`config.mk`:
```
export PLATFORM = sky130hd
export DESIGN_NAME = dif_top
export DESIGN_NICKNAME = d
export VERILOG_FILES = /design/src/dif_pkg.sv /design/src/dif_top.sv
export SDC_FILE = /design/constraint.sdc
export NUM_CORES = 1
export LEC_CHECK = 0
export BUFFER_PORTS_ARGS = -buffer_cell sky130_fd_sc_hd__buf_2
export CAP_MARGIN = 20
export CORE_MARGIN = 5
export CORE_UTILIZATION = 30
export CTS_CLUSTER_SIZE = 12
export DETAILED_ROUTE_END_ITERATION = 8
export PLACE_DENSITY = 0.51
export SYNTH_ARGS = -nofsm -noshare
export SYNTH_HDL_FRONTEND = slang
export SYNTH_SLANG_ARGS = --single-unit
```
`constraint.sdc`:
```
create_clock -name clk_sys -period 6.4 [get_ports clk_sys]
set_input_delay 0.32 -clock clk_sys [delete_from_list [all_inputs] [get_ports clk_sys]]
set_output_delay 0.32 -clock clk_sys [all_outputs]
set_load 0.02 [all_outputs]
```
`src/dif_pkg.sv`:
```
// Constants, register map and types of the contact input function decoder.
package dif_pkg;
  // ==========================================================================
  // Timing
  localparam int    CLK_NS    = 5;
  localparam longint TENTH_NS = 100_000_000;
  localparam int    TENTH_CYC = int'(TENTH_NS / CLK_NS);
  localparam int    LOOP_DLY  = 2;
  localparam logic [7:0] TEST_LEN = 8'hFF;
  // ==========================================================================
  // Function codes
  localparam logic [7:0] FN_NONE = 8'h00;
  localparam logic [7:0] FN_IRST = 8'h30;
  localparam logic [7:0] FN_IHLD = 8'h31;
  localparam logic [7:0] FN_SFSC = 8'h34;
  localparam logic [7:0] FN_EINV = 8'h35;
  localparam logic [7:0] FN_FWD1 = 8'h40;
  localparam logic [7:0] FN_REV1 = 8'h41;
  localparam logic [7:0] FN_RUN2 = 8'h42;
  localparam logic [7:0] FN_DIR2 = 8'h43;
  localparam logic [7:0] FN_OFS1 = 8'h44;
  localparam logic [7:0] FN_OFS2 = 8'h45;
  localparam logic [7:0] FN_OFS3 = 8'h46;
  localparam logic [7:0] FN_DCB  = 8'h60;
  localparam logic [7:0] FN_SS1  = 8'h61;
  localparam logic [7:0] FN_SS2  = 8'h62;
  localparam logic [7:0] FN_RTNC = 8'h65;
  localparam logic [7:0] FN_RTNO = 8'h66;
  localparam logic [7:0] FN_CTST = 8'h67;
  // ==========================================================================
  // Register offsets
  localparam logic [7:0] A_FSEL0  = 8'h00;
  localparam logic [7:0] A_OFS0   = 8'h08;
  localparam logic [7:0] A_CFG    = 8'h0C;
  localparam logic [7:0] A_MINBB  = 8'h0D;
  localparam logic [7:0] A_VOLT   = 8'h0E;
  localparam logic [7:0] A_RTLIM  = 8'h0F;
  localparam logic [7:0] A_STAT   = 8'h10;
  localparam logic [7:0] A_BUSTGT = 8'h11;
  localparam logic [7:0] A_CONT   = 8'h12;
  // ==========================================================================
  // Fields and reset values
  localparam int CFG_NOSTART = 0;
  localparam int CFG_METHOD  = 1;
  localparam int CFG_HICLASS = 2;
  localparam logic [7:0]  FSEL_RST  = 8'h00;
  localparam logic [15:0] OFS_RST   = 16'h0000;
  localparam logic [2:0]  CFG_RST   = 3'h0;
  localparam logic [7:0]  MINBB_RST = 8'h05;
  localparam logic [7:0]  RTLIM_RST = 8'h00;
  localparam logic [8:0]  VOLT_LO   = 9'h09B;
  localparam logic [8:0]  VOLT_HI   = 9'h0FF;
  localparam logic [8:0]  VOLT_DEF  = 9'h0C8;
  localparam logic [13:0] BUS_NUM   = 14'h001B;
  localparam logic [13:0] BUS_DEN   = 14'h0014;
  // ==========================================================================
  // Ride-through states
  typedef enum logic [1:0] {
    DIF_RT_IDLE  = 2'b00,
    DIF_RT_RIDE  = 2'b01,
    DIF_RT_FAULT = 2'b10
  } dif_rt_e;
endpackage

```
`src/dif_top.sv`:
```
// Contact input function decoder with register port, ride-through and loopback test.
//
// Design decisions made here: the register offsets and strobed register access.
`timescale 1ns/100ps
// Function
// [RL1] Integral reset held while contact closed
// [RL2] Integral frozen while hold contact closed
// [RL3] Setpoint ramp bypassed while cancel closed
// [RL4] Error negated while polarity contact closed
// [RL5] Scheme one: forward, reverse, else stop
// [RL6] Scheme two: run contact, direction contact
// [RL7] Never assign both two-wire schemes together
// [RL8] Active offset inputs add their offsets
// [RL9] Brake input brakes a stopped motor
// [RL10] Run or jog releases brake, jog first
// [RL11] Search one starts from maximum frequency (code: only with CFG_METHOD clear, else from frequency reference)
// [RL12] Search two starts from frequency reference
// [RL13] Search contact triggers regardless of start setting
// [RL14] Both search functions raise setting conflict
// [RL15] Search waits out minimum block time
// [RL16] Ride-through bus target 1.35 times voltage
// [RL17] Ride-through decelerates, timeout gives undervoltage
// [RL18] Zero time limit reaccelerates at normal rate
// [RL19] Ride-through has closed and open variants
// [RL20] Voltage 155 to 255, doubled high class
// [RL21] Test mode sends data, checks echo
// [RL22] Operator loops transmit back to receive
// [RL23] Conflicting assignments raise setting conflict
// [RL24] Contacts sampled and decoded every cycle
module dif_top #(
  parameter int NUM_IN    = 7,
  parameter int TENTH_CYC = dif_pkg::TENTH_CYC
) (
  input  wire logic        clk_sys,
  input  wire logic        nrst,
  input  wire logic [7:0]  reg_addr,
  input  wire logic [15:0] reg_wdata,
  input  wire logic        reg_wr,
  input  wire logic        reg_rd,
  output logic      [15:0] reg_rdata,
  input  wire logic [NUM_IN-1:0] contact_in,
  input  wire logic        motor_stopped,
  input  wire logic        jog_cmd,
  input  wire logic        output_block,
  input  wire logic        power_loss,
  input  wire logic        ser_rx,
  output logic             ser_tx,
  output logic             integ_reset,
  output logic             integ_hold,
  output logic             ramp_cancel,
  output logic             err_invert,
  output logic             run_fwd,
  output logic             run_rev,
  output logic             jog_run,
  output logic      [17:0] offset_add,
  output logic             dc_brake,
  output logic             search_start,
  output logic             search_from_max,
  output logic             setting_conflict_error,
  output logic             ride_active,
  output logic             fast_decel,
  output logic      [13:0] bus_target,
  output logic             undervoltage_fault,
  output logic             reaccel_normal,
  output logic             test_busy,
  output logic             test_pass,
  output logic             test_fail
);
  // ==========================================================================
  // Input synchronisers
  logic [NUM_IN-1:0] cont_m_q, cont_q;
  logic              rx_m_q, rx_q;
  always_ff @(posedge clk_sys or negedge nrst) begin
    if (!nrst) begin
      cont_m_q <= '0;
      cont_q   <= '0;
      rx_m_q   <= 1'b1;
      rx_q     <= 1'b1;
    end else begin
      cont_m_q <= contact_in;
      cont_q   <= cont_m_q;
      rx_m_q   <= ser_rx;
      rx_q     <= rx_m_q;
    end
  end
  // ==========================================================================
  // Registers
  logic [7:0]  fsel_q [NUM_IN];
  logic [15:0] ofs_q [3];
  logic [2:0]  cfg_q;
  logic [7:0]  minbb_q, rtlim_q;
  logic [8:0]  volt_q;
  logic [8:0]  vlo, vhi;
  assign vlo = cfg_q[dif_pkg::CFG_HICLASS] ? {dif_pkg::VOLT_LO[7:0], 1'b0} : dif_pkg::VOLT_LO;
  assign vhi = cfg_q[dif_pkg::CFG_HICLASS] ? {dif_pkg::VOLT_HI[7:0], 1'b0} : dif_pkg::VOLT_HI;
  always_ff @(posedge clk_sys or negedge nrst) begin
    if (!nrst) begin
      for (int i = 0; i < NUM_IN; i++) fsel_q[i] <= dif_pkg::FSEL_RST;
      for (int i = 0; i < 3; i++) ofs_q[i] <= dif_pkg::OFS_RST;
      cfg_q   <= dif_pkg::CFG_RST;
      minbb_q <= dif_pkg::MINBB_RST;
      rtlim_q <= dif_pkg::RTLIM_RST;
      volt_q  <= dif_pkg::VOLT_DEF;
    end else if (reg_wr) begin
      for (int i = 0; i < NUM_IN; i++) begin
        if (reg_addr == dif_pkg::A_FSEL0 + 8'(i)) fsel_q[i] <= reg_wdata[7:0];
      end
      for (int i = 0; i < 3; i++) begin
        if (reg_addr == dif_pkg::A_OFS0 + 8'(i)) ofs_q[i] <= reg_wdata;
      end
      if (reg_addr == dif_pkg::A_CFG) begin
        cfg_q <= reg_wdata[2:0];
        // [RL20] class change reloads default
        if (reg_wdata[dif_pkg::CFG_HICLASS] != cfg_q[dif_pkg::CFG_HICLASS]) begin
          volt_q <= reg_wdata[dif_pkg::CFG_HICLASS] ? {dif_pkg::VOLT_DEF[7:0], 1'b0} : dif_pkg::VOLT_DEF;
        end
      end else if (reg_addr == dif_pkg::A_MINBB) begin
        minbb_q <= reg_wdata[7:0];
      end else if (reg_addr == dif_pkg::A_RTLIM) begin
        rtlim_q <= reg_wdata[7:0];
      end else if (reg_addr == dif_pkg::A_VOLT) begin
        // [RL20] out-of-range writes ignored
        if (reg_wdata[8:0] >= vlo && reg_wdata[8:0] <= vhi && reg_wdata[15:9] == 7'h00) begin
          volt_q <= reg_wdata[8:0];
        end
      end
    end
  end
  // ==========================================================================
  // Function decode
  logic c_irst, c_ihld, c_sfsc, c_einv, c_fwd1, c_rev1, c_run2, c_dir2;
  logic c_dcb, c_ss1, c_ss2, c_rt, c_ctst;
  logic [2:0] c_ofs;
  logic a_s1, a_s2, a_ss1, a_ss2;
  // [RL24] per-terminal decode
  always_comb begin
    {c_irst, c_ihld, c_sfsc, c_einv, c_fwd1, c_rev1, c_run2, c_dir2} = 8'h00;
    {c_dcb, c_ss1, c_ss2, c_rt, c_ctst} = 5'h00;
    c_ofs = 3'h0;
    {a_s1, a_s2, a_ss1, a_ss2} = 4'h0;
    for (int i = 0; i < NUM_IN; i++) begin
      case (fsel_q[i])
        dif_pkg::FN_IRST: c_irst |= cont_q[i];
        dif_pkg::FN_IHLD: c_ihld |= cont_q[i];
        dif_pkg::FN_SFSC: c_sfsc |= cont_q[i];
        dif_pkg::FN_EINV: c_einv |= cont_q[i];
        dif_pkg::FN_FWD1: begin c_fwd1 |= cont_q[i]; a_s1 = 1'b1; end
        dif_pkg::FN_REV1: begin c_rev1 |= cont_q[i]; a_s1 = 1'b1; end
        dif_pkg::FN_RUN2: begin c_run2 |= cont_q[i]; a_s2 = 1'b1; end
        dif_pkg::FN_DIR2: begin c_dir2 |= cont_q[i]; a_s2 = 1'b1; end
        dif_pkg::FN_OFS1: c_ofs[0] |= cont_q[i];
        dif_pkg::FN_OFS2: c_ofs[1] |= cont_q[i];
        dif_pkg::FN_OFS3: c_ofs[2] |= cont_q[i];
        dif_pkg::FN_DCB:  c_dcb |= cont_q[i];
        dif_pkg::FN_SS1:  begin c_ss1 |= cont_q[i]; a_ss1 = 1'b1; end
        dif_pkg::FN_SS2:  begin c_ss2 |= cont_q[i]; a_ss2 = 1'b1; end
        // [RL19] closed-active and open-active variants
        dif_pkg::FN_RTNC: c_rt |= ~cont_q[i];
        dif_pkg::FN_RTNO: c_rt |= cont_q[i];
        dif_pkg::FN_CTST: c_ctst |= cont_q[i];
        default: ;
      endcase
    end
  end
  // ==========================================================================
  // PID, run and offset levels
  logic run_any;
  assign run_any = (a_s1 & (c_fwd1 ^ c_rev1)) | (a_s2 & c_run2);
  always_ff @(posedge clk_sys or negedge nrst) begin
    if (!nrst) begin
      {integ_reset, integ_hold, ramp_cancel, err_invert} <= 4'h0;
      {run_fwd, run_rev, jog_run, dc_brake} <= 4'h0;
      offset_add <= '0;
      setting_conflict_error <= 1'b0;
    end else begin
      // [RL1] reset dominates hold
      integ_reset <= c_irst;
      // [RL2] freeze while closed
      integ_hold  <= c_ihld & ~c_irst;
      // [RL3] ramp bypass
      ramp_cancel <= c_sfsc;
      // [RL4] error inversion
      err_invert  <= c_einv;
      // [RL10] jog wins over run
      jog_run <= jog_cmd;
      // [RL5] [RL6] both closed in scheme one means stop
      run_fwd <= ~jog_cmd & ((a_s1 & c_fwd1 & ~c_rev1) | (a_s2 & c_run2 & c_dir2));
      run_rev <= ~jog_cmd & ((a_s1 & c_rev1 & ~c_fwd1) | (a_s2 & c_run2 & ~c_dir2));
      // [RL9] [RL10] brake only stopped, released by requests
      dc_brake <= c_dcb & motor_stopped & ~run_any & ~jog_cmd;
      // [RL8] offset sum
      offset_add <= (c_ofs[0] ? 18'(ofs_q[0]) : 18'h00000) + (c_ofs[1] ? 18'(ofs_q[1]) : 18'h00000)
                  + (c_ofs[2] ? 18'(ofs_q[2]) : 18'h00000);
      // [RL14] [RL23] [RL7] conflicting assignments flagged
      setting_conflict_error <= (a_ss1 & a_ss2) | (a_s1 & a_s2);
    end
  end
  // ==========================================================================
  // Shared tenth-second tick
  logic [$clog2(TENTH_CYC+1)-1:0] pre_q;
  logic tick;
  assign tick = (pre_q == '0);
  always_ff @(posedge clk_sys or negedge nrst) begin
    if (!nrst) pre_q <= '0;
    else if (tick) pre_q <= ($clog2(TENTH_CYC+1))'(TENTH_CYC - 1);
    else pre_q <= pre_q - 1'b1;
  end
  // ==========================================================================
  // Speed search sequencing
  logic ss1_q, ss2_q, run_q, blk_q, pend_q, pmax_q;
  logic [8:0] bb_q;
  logic trig_ss1, trig_ss2, trig_start;
  assign trig_ss1   = c_ss1 & ~ss1_q;
  assign trig_ss2   = c_ss2 & ~ss2_q;
  assign trig_start = run_any & ~run_q & ~cfg_q[dif_pkg::CFG_NOSTART];
  always_ff @(posedge clk_sys or negedge nrst) begin
    if (!nrst) begin
      {ss1_q, ss2_q, run_q, blk_q, pend_q, pmax_q} <= 6'h00;
      bb_q <= '0;
      search_start <= 1'b0;
      search_from_max <= 1'b0;
    end else begin
      ss1_q <= c_ss1;
      ss2_q <= c_ss2;
      run_q <= run_any;
      blk_q <= output_block;
      search_start <= 1'b0;
      // [RL15] timer loads one extra tenth so the wait is never short
      if (output_block) bb_q <= {1'b0, minbb_q} + 9'h001;
      else if (tick && bb_q != '0) bb_q <= bb_q - 9'h001;
      // [RL13] contact edges trigger regardless of start setting
      if (trig_ss1 | trig_ss2 | trig_start) begin
        pend_q <= 1'b1;
        // [RL11] [RL12] start point by method and input
        pmax_q <= trig_ss1 & ~cfg_q[dif_pkg::CFG_METHOD];
      end else if (pend_q && !output_block && !blk_q && bb_q == '0) begin
        // [RL15] start only after block time
        pend_q <= 1'b0;
        search_start <= 1'b1;
        search_from_max <= pmax_q;
      end
    end
  end
  // ==========================================================================
  // Ride-through
  dif_pkg::dif_rt_e rt_q;
  logic [7:0] rt_cnt_q;
  logic [17:0] bus_prod;
  assign bus_prod = 18'(volt_q) * 18'(dif_pkg::BUS_NUM);
  always_ff @(posedge clk_sys or negedge nrst) begin
    if (!nrst) begin
      rt_q <= dif_pkg::DIF_RT_IDLE;
      rt_cnt_q <= '0;
      {ride_active, fast_decel, undervoltage_fault, reaccel_normal} <= 4'h0;
      bus_target <= '0;
    end else begin
      reaccel_normal <= 1'b0;
      // [RL16] target = 1.35 x voltage setting
      bus_target <= 14'(bus_prod / 18'(dif_pkg::BUS_DEN));
      case (rt_q)
        dif_pkg::DIF_RT_IDLE: begin
          if (c_rt && power_loss) begin
            rt_q <= dif_pkg::DIF_RT_RIDE;
            rt_cnt_q <= '0;
            ride_active <= 1'b1;
            fast_decel <= 1'b1;
          end
        end
        dif_pkg::DIF_RT_RIDE: begin
          if (tick && rt_cnt_q != 8'hFF) rt_cnt_q <= rt_cnt_q + 8'h01;
          if (!power_loss) begin
            rt_q <= dif_pkg::DIF_RT_IDLE;
            {ride_active, fast_decel} <= 2'b00;
            // [RL18] zero limit means reaccelerate at normal rate
            reaccel_normal <= (rtlim_q == 8'h00);
          end else if (rtlim_q != 8'h00 && rt_cnt_q >= rtlim_q) begin
            // [RL17] timeout raises undervoltage
            rt_q <= dif_pkg::DIF_RT_FAULT;
            {ride_active, fast_decel} <= 2'b00;
            undervoltage_fault <= 1'b1;
          end
        end
        dif_pkg::DIF_RT_FAULT: begin
          if (!power_loss && !c_rt) begin
            rt_q <= dif_pkg::DIF_RT_IDLE;
            undervoltage_fault <= 1'b0;
          end
        end
        default: rt_q <= dif_pkg::DIF_RT_IDLE;
      endcase
    end
  end
  // ==========================================================================
  // Serial loopback test: a pseudo-random stream whose echo must match.
  logic [7:0] lfsr_q, tcnt_q;
  logic [dif_pkg::LOOP_DLY-1:0] hist_q;
  logic ctst_q, err_q;
  always_ff @(posedge clk_sys or negedge nrst) begin
    if (!nrst) begin
      lfsr_q <= 8'h01;
      tcnt_q <= '0;
      hist_q <= '1;
      {ctst_q, err_q, test_busy, test_pass, test_fail} <= 5'h00;
      ser_tx <= 1'b1;
    end else begin
      ctst_q <= c_ctst;
      hist_q <= {hist_q[dif_pkg::LOOP_DLY-2:0], ser_tx};
      if (c_ctst && !ctst_q) begin
        {test_busy, test_pass, test_fail, err_q} <= 4'h8;
        tcnt_q <= '0;
      end else if (test_busy) begin
        // [RL21] send then compare the echoed bit
        lfsr_q <= {lfsr_q[6:0], lfsr_q[7] ^ lfsr_q[5] ^ lfsr_q[4] ^ lfsr_q[3]};
        ser_tx <= lfsr_q[7];
        tcnt_q <= tcnt_q + 8'h01;
        if (tcnt_q > 8'(dif_pkg::LOOP_DLY) && rx_q != hist_q[dif_pkg::LOOP_DLY - 1]) err_q <= 1'b1;
        if (tcnt_q == dif_pkg::TEST_LEN) begin
          test_busy <= 1'b0;
          ser_tx <= 1'b1;
          test_pass <= ~err_q;
          test_fail <= err_q;
        end
      end
    end
  end
  // ==========================================================================
  // Register read port
  always_ff @(posedge clk_sys or negedge nrst) begin
    if (!nrst) begin
      reg_rdata <= '0;
    end else if (reg_rd) begin
      reg_rdata <= 16'h0000;
      for (int i = 0; i < NUM_IN; i++) begin
        if (reg_addr == dif_pkg::A_FSEL0 + 8'(i)) reg_rdata <= {8'h00, fsel_q[i]};
      end
      for (int i = 0; i < 3; i++) begin
        if (reg_addr == dif_pkg::A_OFS0 + 8'(i)) reg_rdata <= ofs_q[i];
      end
      if (reg_addr == dif_pkg::A_CFG) reg_rdata <= {13'h0000, cfg_q};
      else if (reg_addr == dif_pkg::A_MINBB) reg_rdata <= {8'h00, minbb_q};
      else if (reg_addr == dif_pkg::A_VOLT) reg_rdata <= {7'h00, volt_q};
      else if (reg_addr == dif_pkg::A_RTLIM) reg_rdata <= {8'h00, rtlim_q};
      else if (reg_addr == dif_pkg::A_STAT) reg_rdata <= {9'h000, setting_conflict_error, undervoltage_fault,
                                                          ride_active, dc_brake, test_busy, test_pass, test_fail};
      else if (reg_addr == dif_pkg::A_BUSTGT) reg_rdata <= {2'h0, bus_target};
      else if (reg_addr == dif_pkg::A_CONT) reg_rdata <= 16'(cont_q);
    end else begin
      reg_rdata <= 16'h0000;
    end
  end
endmodule

```
==> flow_metrics.env <==
export IMPL_setup_tns_ns=0
export IMPL_synth_seq_cells=280
export IMPL_placedCellCount=2634
export IMPL_crit_type="reg -> reg"
export IMPL_ios=107
export IMPL_port_buffers=102
export IMPL_status="complete, no violations"
export IMPL_syn_inst=1809
export IMPL_worstSetupStartpointType="flip-flop"
export IMPL_clock_fmax_ghz=0.165
export IMPL_coreArea_sq_mm=0.0563
export IMPL_drv_cap=0
export IMPL_hold_viol_final=0
export IMPL_cts_buffers=35
export IMPL_grt_pass1_wl_mm=85.2
export IMPL_synth_cell_types=83
export IMPL_regArea_sq_mm=0.00702
export IMPL_fin_area_sq_mm=0.0198
export IMPL_synth_ff_type="dfrtp_1"
export IMPL_cp_max_fo=11
export IMPL_antenna_found_initial=5
export IMPL_multi_input_area_sq_mm=0.00932
export IMPL_p_leak_nw=9.16
export IMPL_die_width_um=248
export IMPL_stdcell_count=2711
export IMPL_track_usage_pct=17.7
export IMPL_initialDrtViolationCount=1515
export IMPL_dr_pass1_iters=7
export IMPL_drc=0
export IMPL_dp_hpwl_mm=41.1
export IMPL_grt_max_degree=169
export IMPL_cts_tree="built"
export IMPL_post_route_min_period_ns=6.06
export IMPL_yosys_warnings=0
export IMPL_arrival_ns=6.48
export IMPL_hp_class="in -> reg"
export IMPL_vias=14461
export IMPL_path_cells="ha_1, fa_1, inv_1, fa_1, inv_1, ha_1, a21o_1, a22o_1, or4_4, o211ai_2, nand2_1, a41o_1, or3_1, buf_4, o211ai_1, a31oi_2, nand2b_1, and3_1, a211o_1, a21o_1"
export IMPL_grt_pass1_vias=14136
export IMPL_worst_path_buf_inv=3
export IMPL_cts_sinks=280
export IMPL_finalCritPeriodShare_pct=94.6
export IMPL_finClkSkew_ns=0.0248
export IMPL_placed_area_sq_mm=0.0185
export IMPL_cts_max_path_buffers=3
export IMPL_start_util_pct=30.3
export IMPL_cts_setup_buffers=0
export IMPL_crit_path_top_delay_cell="fa_1"
export IMPL_crit_family="compound AO/OA/AOI/OAI gates"
export IMPL_p_per_area_mw_per_mm2=265
export IMPL_ys_async_sr_fraction_pct=100
export IMPL_relSlewSlack_pct=30.4
export IMPL_vdd_drop_max_v=0.000139
export IMPL_slew_violations=0
export IMPL_gp_congestion=0.943
export IMPL_clk_latency_ns=0.55
export IMPL_routed_wl_mm=55.4
export IMPL_synth_edff_count=0
export IMPL_rows=87
export IMPL_cp_required_ns=6.82
export IMPL_cts_root_buf="clkbuf_16"
export IMPL_ys_seq_area_share_pct=41.2
export IMPL_cp_slowest_stage_delay_ns=0.51
export IMPL_final_layout_size_suffix_gt1_share_pct=18.2
export IMPL_final_nets=2057
export IMPL_worst_slew_pin_slew_ns=1.03
export IMPL_crit_path_end_kind="flip-flop"
export IMPL_cts_max_level=2
export IMPL_netlist_area_sq_mm=0.0170
export IMPL_drtAntennaViolNets=0
export IMPL_rsz0062_at_grt="false"
export IMPL_timing_hold_ws_ns=0.0533
export IMPL_fp_dieH_um=248
export IMPL_vias_per_cell=5.33
export IMPL_syn_avg_cell_area_sq_um=9.42
export IMPL_clk_pin_slew_ns=0.06
export IMPL_setup_viol=0
export IMPL_wl_per_cell_um=20.4
export IMPL_syn2layout_area_growth_pct=16.4
export IMPL_overflow=0
export IMPL_fillers=5732
export IMPL_die_area_sq_mm=0.0616
logic make-up (layout without fill, tap and decap cells):
logic type | Yosys count | count (layout) | synth area share [%]
AND/OR/NAND/NOR | 683 | 683 | 19.5
flip-flops | 280 | 280 | 41.2
XOR/XNOR | 71 | 71 | 3.65
AO/OA/AOI/OAI | 377 | 377 | 14.8
buffers and inverters | 175 | 314 | 4.27
other | 1 | 8 | 0.0220
adder cells (fa/ha/maj) | 93 | 93 | 8.05
multiplexers | 129 | 129 | 8.49
tightest hold or removal path, delay by kind of cell:
kind	cells	cell delay, ns
AOI/OAI and AO/OA	1	0.04
buffers and inverters	1	0.13
and+or+nand+nor	1	0.07
per-layer routing:
layer	up-vias	part of all wire, %	GRT usage [%]
met5	-	0.013	0
met4	2	2.5	5.16
met3	80	7.0	3.51
met2	485	43	27.0
met1	7168	47	25.6
li1	6726	-	-
area by class of cell:
class | instances | share of cell area [%]
clock buffer | 47 | 5.01
tap | 756 | 4.77
antenna | 4 | 0.0505
timing repair buffer | 152 | 4.71
sequential | 280 | 35.4
clock inverter | 16 | 1.17
inverter | 99 | 1.87
multi-input combinational | 1357 | 47.0
registers in the layout, summed over array words and instances, names as in the netlist, 2 cells and up:
signal      cells
lfsr_q          8
reg_rdata      16
fsel_q         56
volt_q          9
cfg_q           3
cont_m_q        7
rt_cnt_q        8
bus_target     10
tcnt_q          8
minbb_q         8
ofs_q          48
cont_q          7
pre_q          25
rtlim_q         8
bb_q            9
hist_q          2
offset_add     18
rt_q            2
where the power goes:
group,total (mW),switching [mW],internal [mW]
clock network,2.10,0.803,1.30
registers,1.97,0.112,1.86
logic,1.17,0.716,0.459
worst paths after layout:
kind	startpoint	to	slack (ns)	depth (start not counted)
max in group asynchronous	nrst	offset_add[0]	4.53	3
max reg2reg	volt_q[4]	bus_target[0]	0.34	20
min	reg_rd	reg_rdata[9]	0.05	3
max	volt_q[4]	bus_target[0]	0.34	20
min reg2reg	cont_m_q[2]	cont_q[2]	0.34	0
min in group asynchronous	nrst	err_invert	0.42	2
layout by cell type (no fill, tap or decap), types with 36 or more instances in the layout:
| master | netlist | final |
|---|---|---|
| inv_1 | 99 | 99 |
| buf_4 | 8 | 39 |
| dfrtp_1 | 269 | 269 |
| o21ai_0 | 104 | 104 |
| ha_1 | 64 | 64 |
| a21oi_1 | 71 | 70 |
| xnor2_1 | 43 | 43 |
| nand3_1 | 61 | 61 |
| nor3_1 | 54 | 54 |
| nand2_1 | 222 | 222 |
| buf_2 | 3 | 101 |
| nor2_1 | 141 | 141 |
| mux2_2 | 116 | 116 |
| clkbuf_16 | 0 | 36 |
cells in the mapped netlist, types with 18 or more instances:
library cell | number | area share (%)
dfrtp_1 | 269 | 40
nand2_1 | 222 | 4.9
nor2_1 | 141 | 3.1
mux2_2 | 116 | 7.7
o21ai_0 | 104 | 3.1
inv_1 | 99 | 2.2
a21oi_1 | 71 | 2.1
ha_1 | 64 | 4.7
nand3_1 | 61 | 1.8
clkbuf_1 | 59 | 1.3
nor3_1 | 54 | 1.6
xnor2_1 | 43 | 2.2
nand2b_1 | 35 | 1.3
a22oi_1 | 30 | 1.3
fa_1 | 28 | 3.3
nand4_1 | 28 | 1.0
xor2_1 | 28 | 1.4
nor2b_1 | 23 | 0.84
and3_1 | 22 | 0.81
nor4_1 | 20 | 0.73
a211oi_1 | 18 | 0.79
metrics by stage:
step	power (mW)	setup WS [ns]	utilization, %
5_1_grt	5.52	0.0174	35.2
6_report	5.25	0.343	35.2
3_3_place_gp	3.15	0.408	32.8
4_1_cts	5.30	0.283	35.2
2_1_floorplan	2.77	0.776	-
3_5_place_dp	3.16	0.350	32.8
timing repair:
item                                    CTS  global route
hold buffers                             10             0
endpoints found under the setup margin    0             2
endpoints found under the hold margin   117             0
gates resized for setup                   0             6
Note: power is estimated with default switching activity, not from simulation.
